==> src/verilog/timer_mode_defines.vh <==
// Constants for the timer mode-control block
// Behaviour
// - With the timer-one gate bit set, timer one advances only while its run bit and the interrupt-one pin are both high; with it clear, the run bit alone enables it.
// - With the timer-zero gate bit (bit 3) clear, timer zero advances whenever its run bit is set; with it set, the interrupt-zero pin must also be high.
// - With the timer-zero count source bit (bit 2) clear, timer zero counts the system clock divided by one or twelve as its prescale bit chooses.
// - With the timer-zero count source bit set, timer zero counts once per falling edge on its external count pin.
// - Timer-one mode code 00 makes timer one a 13-bit counter/timer.
// - Timer-one mode code 01 makes timer one a full 16-bit counter/timer.
// - Timer-one mode code 10 makes timer one an 8-bit counter/timer reloaded from its high byte on overflow.
// - Timer-one mode code 11 holds timer one stopped.
// - Timer-zero mode codes 00 to 10 give 13-bit, 16-bit and 8-bit auto-reload, and 11 splits it into two 8-bit counters.
`ifndef TIMER_MODE_DEFINES_VH
`define TIMER_MODE_DEFINES_VH
`define TMS_ADDR        8'h89
`define TMS_RESET       8'h00
`define TMS_T1_GATE     7
`define TMS_T1_SRC      6
`define TMS_T1_MODE_HI  5
`define TMS_T1_MODE_LO  4
`define TMS_T0_GATE     3
`define TMS_T0_SRC      2
`define TMS_T0_MODE_HI  1
`define TMS_T0_MODE_LO  0
`define MODE_13BIT      2'h0
`define MODE_16BIT      2'h1
`define MODE_8BIT_RELOAD 2'h2
`define MODE_SPLIT_STOP 2'h3
`define PRESCALE_DIV    4'hB
`endif

==> src/verilog/timer_counter_unit.v <==
// One 16-bit timer/counter with gating, source select and four modes
`timescale 1ns/100ps
`default_nettype none
`include "timer_mode_defines.vh"
module timer_counter_unit
(
	// Clock and reset
	input  wire        mclk_in,
	input  wire        reset_in,
	// Configuration
	input  wire        gate_in,
	input  wire        src_in,
	input  wire [1:0]  mode_in,
	input  wire        split_in,
	input  wire        run_in,
	input  wire        irq_pin_in,
	input  wire        count_pin_in,
	input  wire        tick_in,
	// Extra run enable for the 8-bit split high byte
	input  wire        hi_run_in,
	// Counter write port
	input  wire        load_lo_in,
	input  wire        load_hi_in,
	input  wire [7:0]  load_data_in,
	// Counter state
	output wire [15:0] count_out,
	output wire        ovf_out,
	output wire        hi_ovf_out
);
	reg  [7:0] lo_q;
	reg  [7:0] hi_q;
	reg        pin_q;
	reg        ovf_q;
	reg        hi_ovf_q;
	wire       fall;
	wire       enable;
	wire       inc;
	wire       hi_inc;
	assign fall   = pin_q & ~count_pin_in;
	assign enable = run_in & (~gate_in | irq_pin_in);
	assign inc    = enable & (src_in ? fall : tick_in);
	assign hi_inc = hi_run_in & tick_in;
	assign count_out  = {hi_q, lo_q};
	assign ovf_out    = ovf_q;
	assign hi_ovf_out = hi_ovf_q;
	always @(posedge mclk_in)
	begin
		pin_q    <= count_pin_in;
		ovf_q    <= 1'b0;
		hi_ovf_q <= 1'b0;
		if (reset_in)
		begin
			lo_q  <= 8'h00;
			hi_q  <= 8'h00;
			pin_q <= 1'b1;
		end
		else
		begin
			if (inc)
			begin
				case (mode_in)
					`MODE_13BIT:
					begin
						// 5-bit prescaler in low byte, upper 8 in high byte
						lo_q[4:0] <= lo_q[4:0] + 5'h01;
						if (lo_q[4:0] == 5'h1F)
						begin
							hi_q  <= hi_q + 8'h01;
							ovf_q <= (hi_q == 8'hFF);
						end
					end
					`MODE_16BIT:
					begin
						{hi_q, lo_q} <= {hi_q, lo_q} + 16'h0001;
						ovf_q        <= ({hi_q, lo_q} == 16'hFFFF);
					end
					`MODE_8BIT_RELOAD:
					begin
						if (lo_q == 8'hFF)
						begin
							lo_q  <= hi_q;
							ovf_q <= 1'b1;
						end
						else
							lo_q <= lo_q + 8'h01;
					end
					default:
					begin
						if (split_in)
						begin
							lo_q  <= lo_q + 8'h01;
							ovf_q <= (lo_q == 8'hFF);
						end
					end
				endcase
			end
			// Split high byte runs on the plain timebase
			if (split_in && (mode_in == `MODE_SPLIT_STOP) && hi_inc)
			begin
				hi_q     <= hi_q + 8'h01;
				hi_ovf_q <= (hi_q == 8'hFF);
			end
			if (load_lo_in)
				lo_q <= load_data_in;
			if (load_hi_in)
				hi_q <= load_data_in;
		end
	end
endmodule
`default_nettype wire

==> src/verilog/timer_mode_control.v <==
// Mode register and control of both general-purpose timers
`timescale 1ns/100ps
`default_nettype none
`include "timer_mode_defines.vh"
module timer_mode_control
(
	// Clock and reset
	input  wire        mclk_in,
	input  wire        reset_in,
	// Special register port
	input  wire [7:0]  sfr_addr_in,
	input  wire        sfr_wr_in,
	input  wire [7:0]  sfr_wdata_in,
	output wire [7:0]  sfr_rdata_out,
	// Run and prescale controls
	input  wire        timer_zero_run_in,
	input  wire        timer_one_run_in,
	input  wire        timer_zero_clock_prescale_in,
	input  wire        timer_one_clock_prescale_in,
	// Pins
	input  wire        ext_irq_zero_pin_in,
	input  wire        ext_irq_one_pin_in,
	input  wire        timer_zero_count_pin_in,
	input  wire        timer_one_count_pin_in,
	// Counter write ports
	input  wire        t0_load_lo_in,
	input  wire        t0_load_hi_in,
	input  wire        t1_load_lo_in,
	input  wire        t1_load_hi_in,
	input  wire [7:0]  load_data_in,
	// Counter state
	output wire [15:0] timer_zero_count_out,
	output wire [15:0] timer_one_count_out,
	output wire        timer_zero_ovf_out,
	output wire        timer_zero_hi_ovf_out,
	output wire        timer_one_ovf_out
);
	reg  [7:0] mode_q;
	reg  [3:0] div_q;
	wire       div_tick;
	wire       t0_tick;
	wire       t1_tick;
	wire       t0_split;
	wire       t1_run;
	assign sfr_rdata_out = mode_q;
	assign div_tick = (div_q == `PRESCALE_DIV);
	assign t0_tick  = timer_zero_clock_prescale_in | div_tick;
	assign t1_tick  = timer_one_clock_prescale_in | div_tick;
	assign t0_split = (mode_q[`TMS_T0_MODE_HI:`TMS_T0_MODE_LO] == `MODE_SPLIT_STOP);
	// Timer one stops in code 11; split timer zero borrows its run bit
	assign t1_run = timer_one_run_in &
		(mode_q[`TMS_T1_MODE_HI:`TMS_T1_MODE_LO] != `MODE_SPLIT_STOP);
	always @(posedge mclk_in)
	begin
		if (reset_in)
		begin
			mode_q <= `TMS_RESET;
			div_q  <= 4'h0;
		end
		else
		begin
			div_q <= div_tick ? 4'h0 : div_q + 4'h1;
			if (sfr_wr_in && (sfr_addr_in == `TMS_ADDR))
				mode_q <= sfr_wdata_in;
		end
	end
	timer_counter_unit u_timer_zero
	(
		.mclk_in      (mclk_in),
		.reset_in     (reset_in),
		.gate_in      (mode_q[`TMS_T0_GATE]),
		.src_in       (mode_q[`TMS_T0_SRC]),
		.mode_in      (mode_q[`TMS_T0_MODE_HI:`TMS_T0_MODE_LO]),
		.split_in     (1'b1),
		.run_in       (timer_zero_run_in),
		.irq_pin_in   (ext_irq_zero_pin_in),
		.count_pin_in (timer_zero_count_pin_in),
		.tick_in      (t0_tick),
		.hi_run_in    (timer_one_run_in & t0_split),
		.load_lo_in   (t0_load_lo_in),
		.load_hi_in   (t0_load_hi_in),
		.load_data_in (load_data_in),
		.count_out    (timer_zero_count_out),
		.ovf_out      (timer_zero_ovf_out),
		.hi_ovf_out   (timer_zero_hi_ovf_out)
	);
	timer_counter_unit u_timer_one
	(
		.mclk_in      (mclk_in),
		.reset_in     (reset_in),
		.gate_in      (mode_q[`TMS_T1_GATE]),
		.src_in       (mode_q[`TMS_T1_SRC]),
		.mode_in      (mode_q[`TMS_T1_MODE_HI:`TMS_T1_MODE_LO]),
		.split_in     (1'b0),
		.run_in       (t1_run),
		.irq_pin_in   (ext_irq_one_pin_in),
		.count_pin_in (timer_one_count_pin_in),
		.tick_in      (t1_tick),
		.hi_run_in    (1'b0),
		.load_lo_in   (t1_load_lo_in),
		.load_hi_in   (t1_load_hi_in),
		.load_data_in (load_data_in),
		.count_out    (timer_one_count_out),
		.ovf_out      (timer_one_ovf_out),
		.hi_ovf_out   ()
	);
endmodule
`default_nettype wire

==> config.mk <==
export PLATFORM = sky130hd
export DESIGN_NAME = timer_mode_control
export DESIGN_NICKNAME = d
export VERILOG_FILES = /design/src/verilog/timer_counter_unit.v /design/src/verilog/timer_mode_control.v
export VERILOG_INCLUDE_DIRS = /design/src /design/src/verilog
export SDC_FILE = /design/constraint.sdc
export NUM_CORES = 1
export LEC_CHECK = 0
export ABC_AREA = 1
export ABC_CLOCK_PERIOD_IN_PS = 2240
export BUFFER_PORTS_ARGS = -buffer_cell sky130_fd_sc_hd__buf_4
export CAP_MARGIN = 30
export CELL_PAD_IN_SITES_DETAIL_PLACEMENT = 0
export CELL_PAD_IN_SITES_GLOBAL_PLACEMENT = 1
export CORE_MARGIN = 2
export CORE_UTILIZATION = 37
export CTS_CLUSTER_SIZE = 30
export DETAILED_ROUTE_END_ITERATION = 8
export PLACE_DENSITY_LB_ADDON = 0.1
export SLEW_MARGIN = 20
export SYNTH_ARGS = -nofsm -noshare
export SYNTH_HDL_FRONTEND = slang
export SYNTH_SLANG_ARGS = --single-unit
==> constraint.sdc <==
create_clock -name mclk_in -period 2.24 [get_ports mclk_in]
set_input_delay 0.448 -clock mclk_in [delete_from_list [all_inputs] [get_ports mclk_in]]
set_output_delay 0.448 -clock mclk_in [all_outputs]
set_load 0.02 [all_outputs]
## After elaboration in Yosys (flattened, before gate mapping)

Index checks and enable logic that the tools add are counted.

- Bits of input ports: 39
- Bits in registers: 49
- Logic and storage cells: 109

- Reductions and logical operators: 21
- Bitwise operators: 20
- Muxes and demuxes: 27
- Equal/unequal tests: 19
- Add/sub/neg operators: 9

Operators with widths:

| cell | number |
|---|---|
| 8-bit 2-to-1 mux | 13 |
| 8-bit equality test, second input constant | 5 |
| 16-bit by 1-bit adder with 16-bit output, second input constant | 2 |
| 8-bit by 1-bit adder with 8-bit output, second input constant | 4 |
| 16-bit equality test, second input constant | 2 |
| 8-bit one-hot mux with 2 select lines | 2 |
| 5-bit one-hot mux with 3 select lines | 2 |
| 5-bit by 1-bit adder with 5-bit output, second input constant | 2 |
| 5-bit equality test, second input constant | 2 |
| 1-bit AND | 9 |
| 3-bit one-hot mux with 3 select lines | 1 |
| 3-bit nonzero test | 3 |
| 4-bit nonzero test | 2 |
| 2-bit OR reduction | 4 |
| 1-bit inverter | 7 |
| 2-bit equality test, second input constant | 3 |
| 1-bit 2-to-1 mux | 6 |
| 1-bit one-hot mux with 3 select lines | 2 |
| 3-bit one-hot mux with 2 select lines | 1 |
| 2-bit AND reduction | 3 |
| 3-bit AND reduction | 2 |
| 2-bit nonzero test | 3 |
| 4-bit by 1-bit adder with 4-bit output, second input constant | 1 |
| 2-bit by 1-bit equality test with 1-bit output, second input constant | 2 |
| other kinds (7) | 13 |

## Logic depth before layout (Yosys ltp)

- Depth in word-level cells: 7
- Depth in mapped cells: 12
- Gate-level depth less buffers: 12

## Cells and area by module

From an unflattened synthesis, not the netlist that was laid out.

- Cells, all modules: 653
- Area, all modules: 4053.9 sq um

By module, submodules not included:

| module | sequential area each (sq um) | area each (sq um) | times used | cells an instance |
|---|---|---|---|---|
| timer_counter_unit | 380.4 | 1714.1 | 2 | 281 |
| timer_mode_control | 240.2 | 625.6 | 1 | 91 |

## Worst setup path after synthesis

No wires, ideal clock.

- Kind: register -> register
- Start point: reg u_timer_zero.lo_q[1]
- End point: reg u_timer_zero.hi_q[7]
- Path buffers: 0
- Setup slack: 0.405 ns
- Data required time: 2.169 ns
- Arrival time: 1.765 ns
- Stages on the path, launching flop included: 13
- Period minus slack after synthesis: 1.835 ns
- Cell sequence: dfxtp_1 > ha_1 > nand2_1 > nor2_1 > ha_1 > nor2_1 > nor2_1 > nand4_1 > nand2_1 > inv_2 > a21oi_1 > nand2_1 > a21oi_1

- Longest elaborated chain between the ends: 5

RTL lines:

| what | RTL line | RTL |
|---|---|---|
| start: declaration | timer_counter_unit.v:30 | `reg [7:0] lo_q;` |
| start signal: assignment | timer_counter_unit.v:65 | `lo_q[4:0] <= lo_q[4:0] + 5'h01;` |
| start signal: assignment | timer_counter_unit.v:74 | `{hi_q, lo_q} <= {hi_q, lo_q} + 16'h0001;` |
| start signal: assignment | timer_counter_unit.v:81 | `lo_q <= hi_q;` |
| 16-bit by 1-bit adder with 16-bit output | timer_counter_unit.v:74 |  |
| 8-bit one-hot mux with 2 select lines | timer_counter_unit.v:61 | `case (mode_in)` |
| 8-bit 2-to-1 mux | timer_counter_unit.v:59 | `if (inc)` |
| 8-bit 2-to-1 mux | timer_counter_unit.v:98 | `` if (split_in && (mode_in == `MODE_SPLIT_STOP) && hi_inc) `` |
| 8-bit 2-to-1 mux | timer_counter_unit.v:105 | `if (load_hi_in)` |
| end signal: assignment | timer_counter_unit.v:68 | `hi_q <= hi_q + 8'h01;` |
| end signal: assignment | timer_counter_unit.v:100 | `hi_q <= hi_q + 8'h01;` |
| end signal: assignment | timer_counter_unit.v:106 | `hi_q <= load_data_in;` |
| end: declaration | timer_counter_unit.v:31 | `reg [7:0] hi_q;` |

Several ways; a longest one is shown, not always the timed one. The select of a mux whose other input is x is not followed.
A chain may end at the register's enable or synchronous reset.

## Final worst setup path

Same ends and word-level chain as after synthesis.

==> metrics.txt <==
post-DP HPWL approximately 9000 um; Root Buffer clkbuf_8; syn nets 625; row cnt 35; Leakage 0.00206 uW; Distinct cells, synth 37; die area about 0.010 mm2; dominant cells by area after synthesis dfxtp_1, nand2_1, inv_1; Yosys warnings 0; pin count of the biggest net entering global routing 29; Syn Area/Cell 6.23 um2; Final min period 1.92 ns; Sink Count 49; number of global-route vias before repair 3755; H-tree depth 2; IO Pins slightly above 80; routed len/inst 14.5 um; Max Slew Vio Count 0; Yosys reg bits 49; Mapped Cells 570; area delta synth->final 23.6%; CTS Buf Count 5; FF-to-FF path depth 12; WP data required 2.48 ns; Chip Width 102 um; final hold vios 0; setup TNS 0 ns; IO buf count 81; fin nets 707; CP endpoint kind flip-flop; First-pass DRT Iterations 4; cell taking the most area after synthesis dfxtp_1; initial antenna violation count 1; Hold Buf Count CTS 0; vias slightly below 4000; Total Power 1960 uW; Die Y 102 um; Max-cap violations 0; post-synth top area share 27.6%; final instance area between 0.004 and 0.005 mm2; Setup Viol. Count Final 0; sequential element share of the synthesized area 27.6%; antenna diode count 0; gpl congestion 0.954; Hold Path Depth 3; Final Worst Setup Slack 0.322 ns; slew margin rel. 62.8%; share of layout cells above drive strength 1 17.9%; kind of critical path reg2reg; fmax 521 MHz; pre-CTS setup slack ~0.24 ns; Critical Path AT 2.16 ns; CORE AREA slightly above 0.009 mm2; DR iter-0 viols 142; postcts setup bufs 0; DRC violations left 0; fraction of registers with async set/reset 0%; grt ovf 0; peak supply drop 0.236 mV; Via density 5.00; status completed; CTS-repair resized insts 0; final critical-path share of the clock period 85.6%; Initial Util 38.2%; CP Launch Type flip-flop; Antenna Nets Post-Route 0; CTS max path bufs 2; GRT Total Usage 22.5%; final WL 11300 um; slew at the pin closest to its max-slew limit 0.558 ns; clock-pin slew on the worst setup and hold paths ~0.10 ns; Netlist Area Pre-Place 0.00355 mm2; Pwr Density 448 mW/mm2; CTS tree built; Max Fanout on Critical Path 9; RSZ-0062 raised after global routing false; Clock Skew 0.0101 ns; ys flop type dfxtp_1; DP Area ~0.0043 mm2; first-pass GRT wire length 18400 um; EDFF count, synth 0; min-delay worst type in2reg; Clock Latency Late Sink 0.31 ns
path summary, 6_finish.rpt:
check | slack [ns] | to | start
setup reg to reg | 0.32 | u_timer_zero.hi_q[7] | u_timer_zero.lo_q[1]
hold / removal | 0.33 | u_timer_one.pin_q | timer_one_count_pin_in
setup / recovery | 0.32 | u_timer_zero.hi_q[7] | u_timer_zero.lo_q[1]
hold reg to reg | 0.45 | div_q[0] | div_q[0]
power breakdown:
part | internal [uW] | switching [uW] | leakage [uW]
Clock | 218 | 321 | 0.0000412
Sequential | 917 | 66.3 | 0.000402
Combinational | 188 | 255 | 0.00161
Total | 1320 | 643 | 0.00206
sequential cells by signal, indices dropped and copies added, names as in the netlist:
signal                   flops
u_timer_one.ovf_out          1
u_timer_one.pin_q            1
sfr_rdata_out                8
u_timer_zero.lo_q            8
u_timer_zero.pin_q           1
u_timer_one.lo_q             8
u_timer_one.hi_q             8
u_timer_zero.hi_q            8
u_timer_zero.ovf_out         1
div_q                        4
u_timer_zero.hi_ovf_out      1
stage by stage:
stage,cells,hold slack (ns),utilization [%]
6_report,781,0.326,47.3
5_1_grt,781,0.335,47.3
4_1_cts,781,0.327,47.3
3_5_place_dp,774,0.437,46.4
3_3_place_gp,774,0.428,46.4
2_1_floorplan,570,0.418,-
cell type report:
type | count | area [um2]
Fill cell | 1044 | 4890
Multi-Input combinational cell | 421 | 2180
Sequential cell | 49 | 981
Timing Repair Buffer | 89 | 668
Inverter | 86 | 323
Tap cell | 129 | 161
Clock buffer | 6 | 72.6
Clock inverter | 1 | 8.76
layer usage:
layer  wire length, um  up-vias  track usage, %  share of wire (%)
met4               148        0            5.64                1.3
met3               563       10            2.87                5.0
li1                  -     2010               -                  -
met1              4860     1777            27.2                 43
met2              5730      108            42.0                 51
met5                 0        -               0                  0
cells in the mapped netlist (2+ instances only):
library cell / count
o211ai_1: 5
inv_1: 84
nand3_1: 48
xor2_1: 9
clkbuf_1: 7
o22ai_1: 5
o21ai_0: 39
nand3b_1: 2
nor2_2: 7
a31oi_1: 5
o21a_1: 2
o21ai_1: 6
nand4_1: 6
dfxtp_1: 49
nand2_1: 137
or2_2: 4
nor2_1: 59
xnor2_1: 4
a21oi_1: 49
nor3_1: 4
ha_1: 16
buf_2: 2
nand3_2: 3
buf_4: 5
logic make-up after synthesis:
group / count (synthesis) / synth area share [%]
compound gates: 116 / 17.8
xor+xnor: 13 / 3.21
simple gates: 276 / 34.6
flops: 49 / 27.6
fa+ha+maj: 16 / 5.64
buf+inv: 100 / 11.2
placed cells by master, fill, tap and decap left out, types with 2 or more instances in the layout:
| cell type | count |
|---|---|
| nand2_2 | 2 |
| nor2_2 | 7 |
| ha_1 | 16 |
| nor3_1 | 4 |
| dfxtp_1 | 49 |
| inv_1 | 84 |
| a21oi_1 | 49 |
| nand4_1 | 6 |
| or2_2 | 4 |
| o211ai_1 | 5 |
| nand3_2 | 3 |
| xor2_1 | 9 |
| a31oi_1 | 5 |
| nor2_1 | 59 |
| xnor2_1 | 4 |
| buf_4 | 89 |
| nand3b_1 | 2 |
| nand3_1 | 48 |
| o21ai_1 | 6 |
| nand2_1 | 136 |
| o22ai_1 | 5 |
| o21ai_0 | 39 |
| o21a_1 | 2 |
| clkbuf_8 | 5 |
worst max-delay path: stages (launching register included):
cell and delay, ns:
dfxtp_1 0.42, ha_1 0.22, nand2_1 0.08, nor2_1 0.10
ha_1 0.19, nor2_1 0.07, nor2_1 0.08, nand4_1 0.12
nand2_2 0.16, inv_2 0.11, a21oi_1 0.13, nand2_1 0.06
a21oi_1 0.11
(Power assumes the default switching activity.)
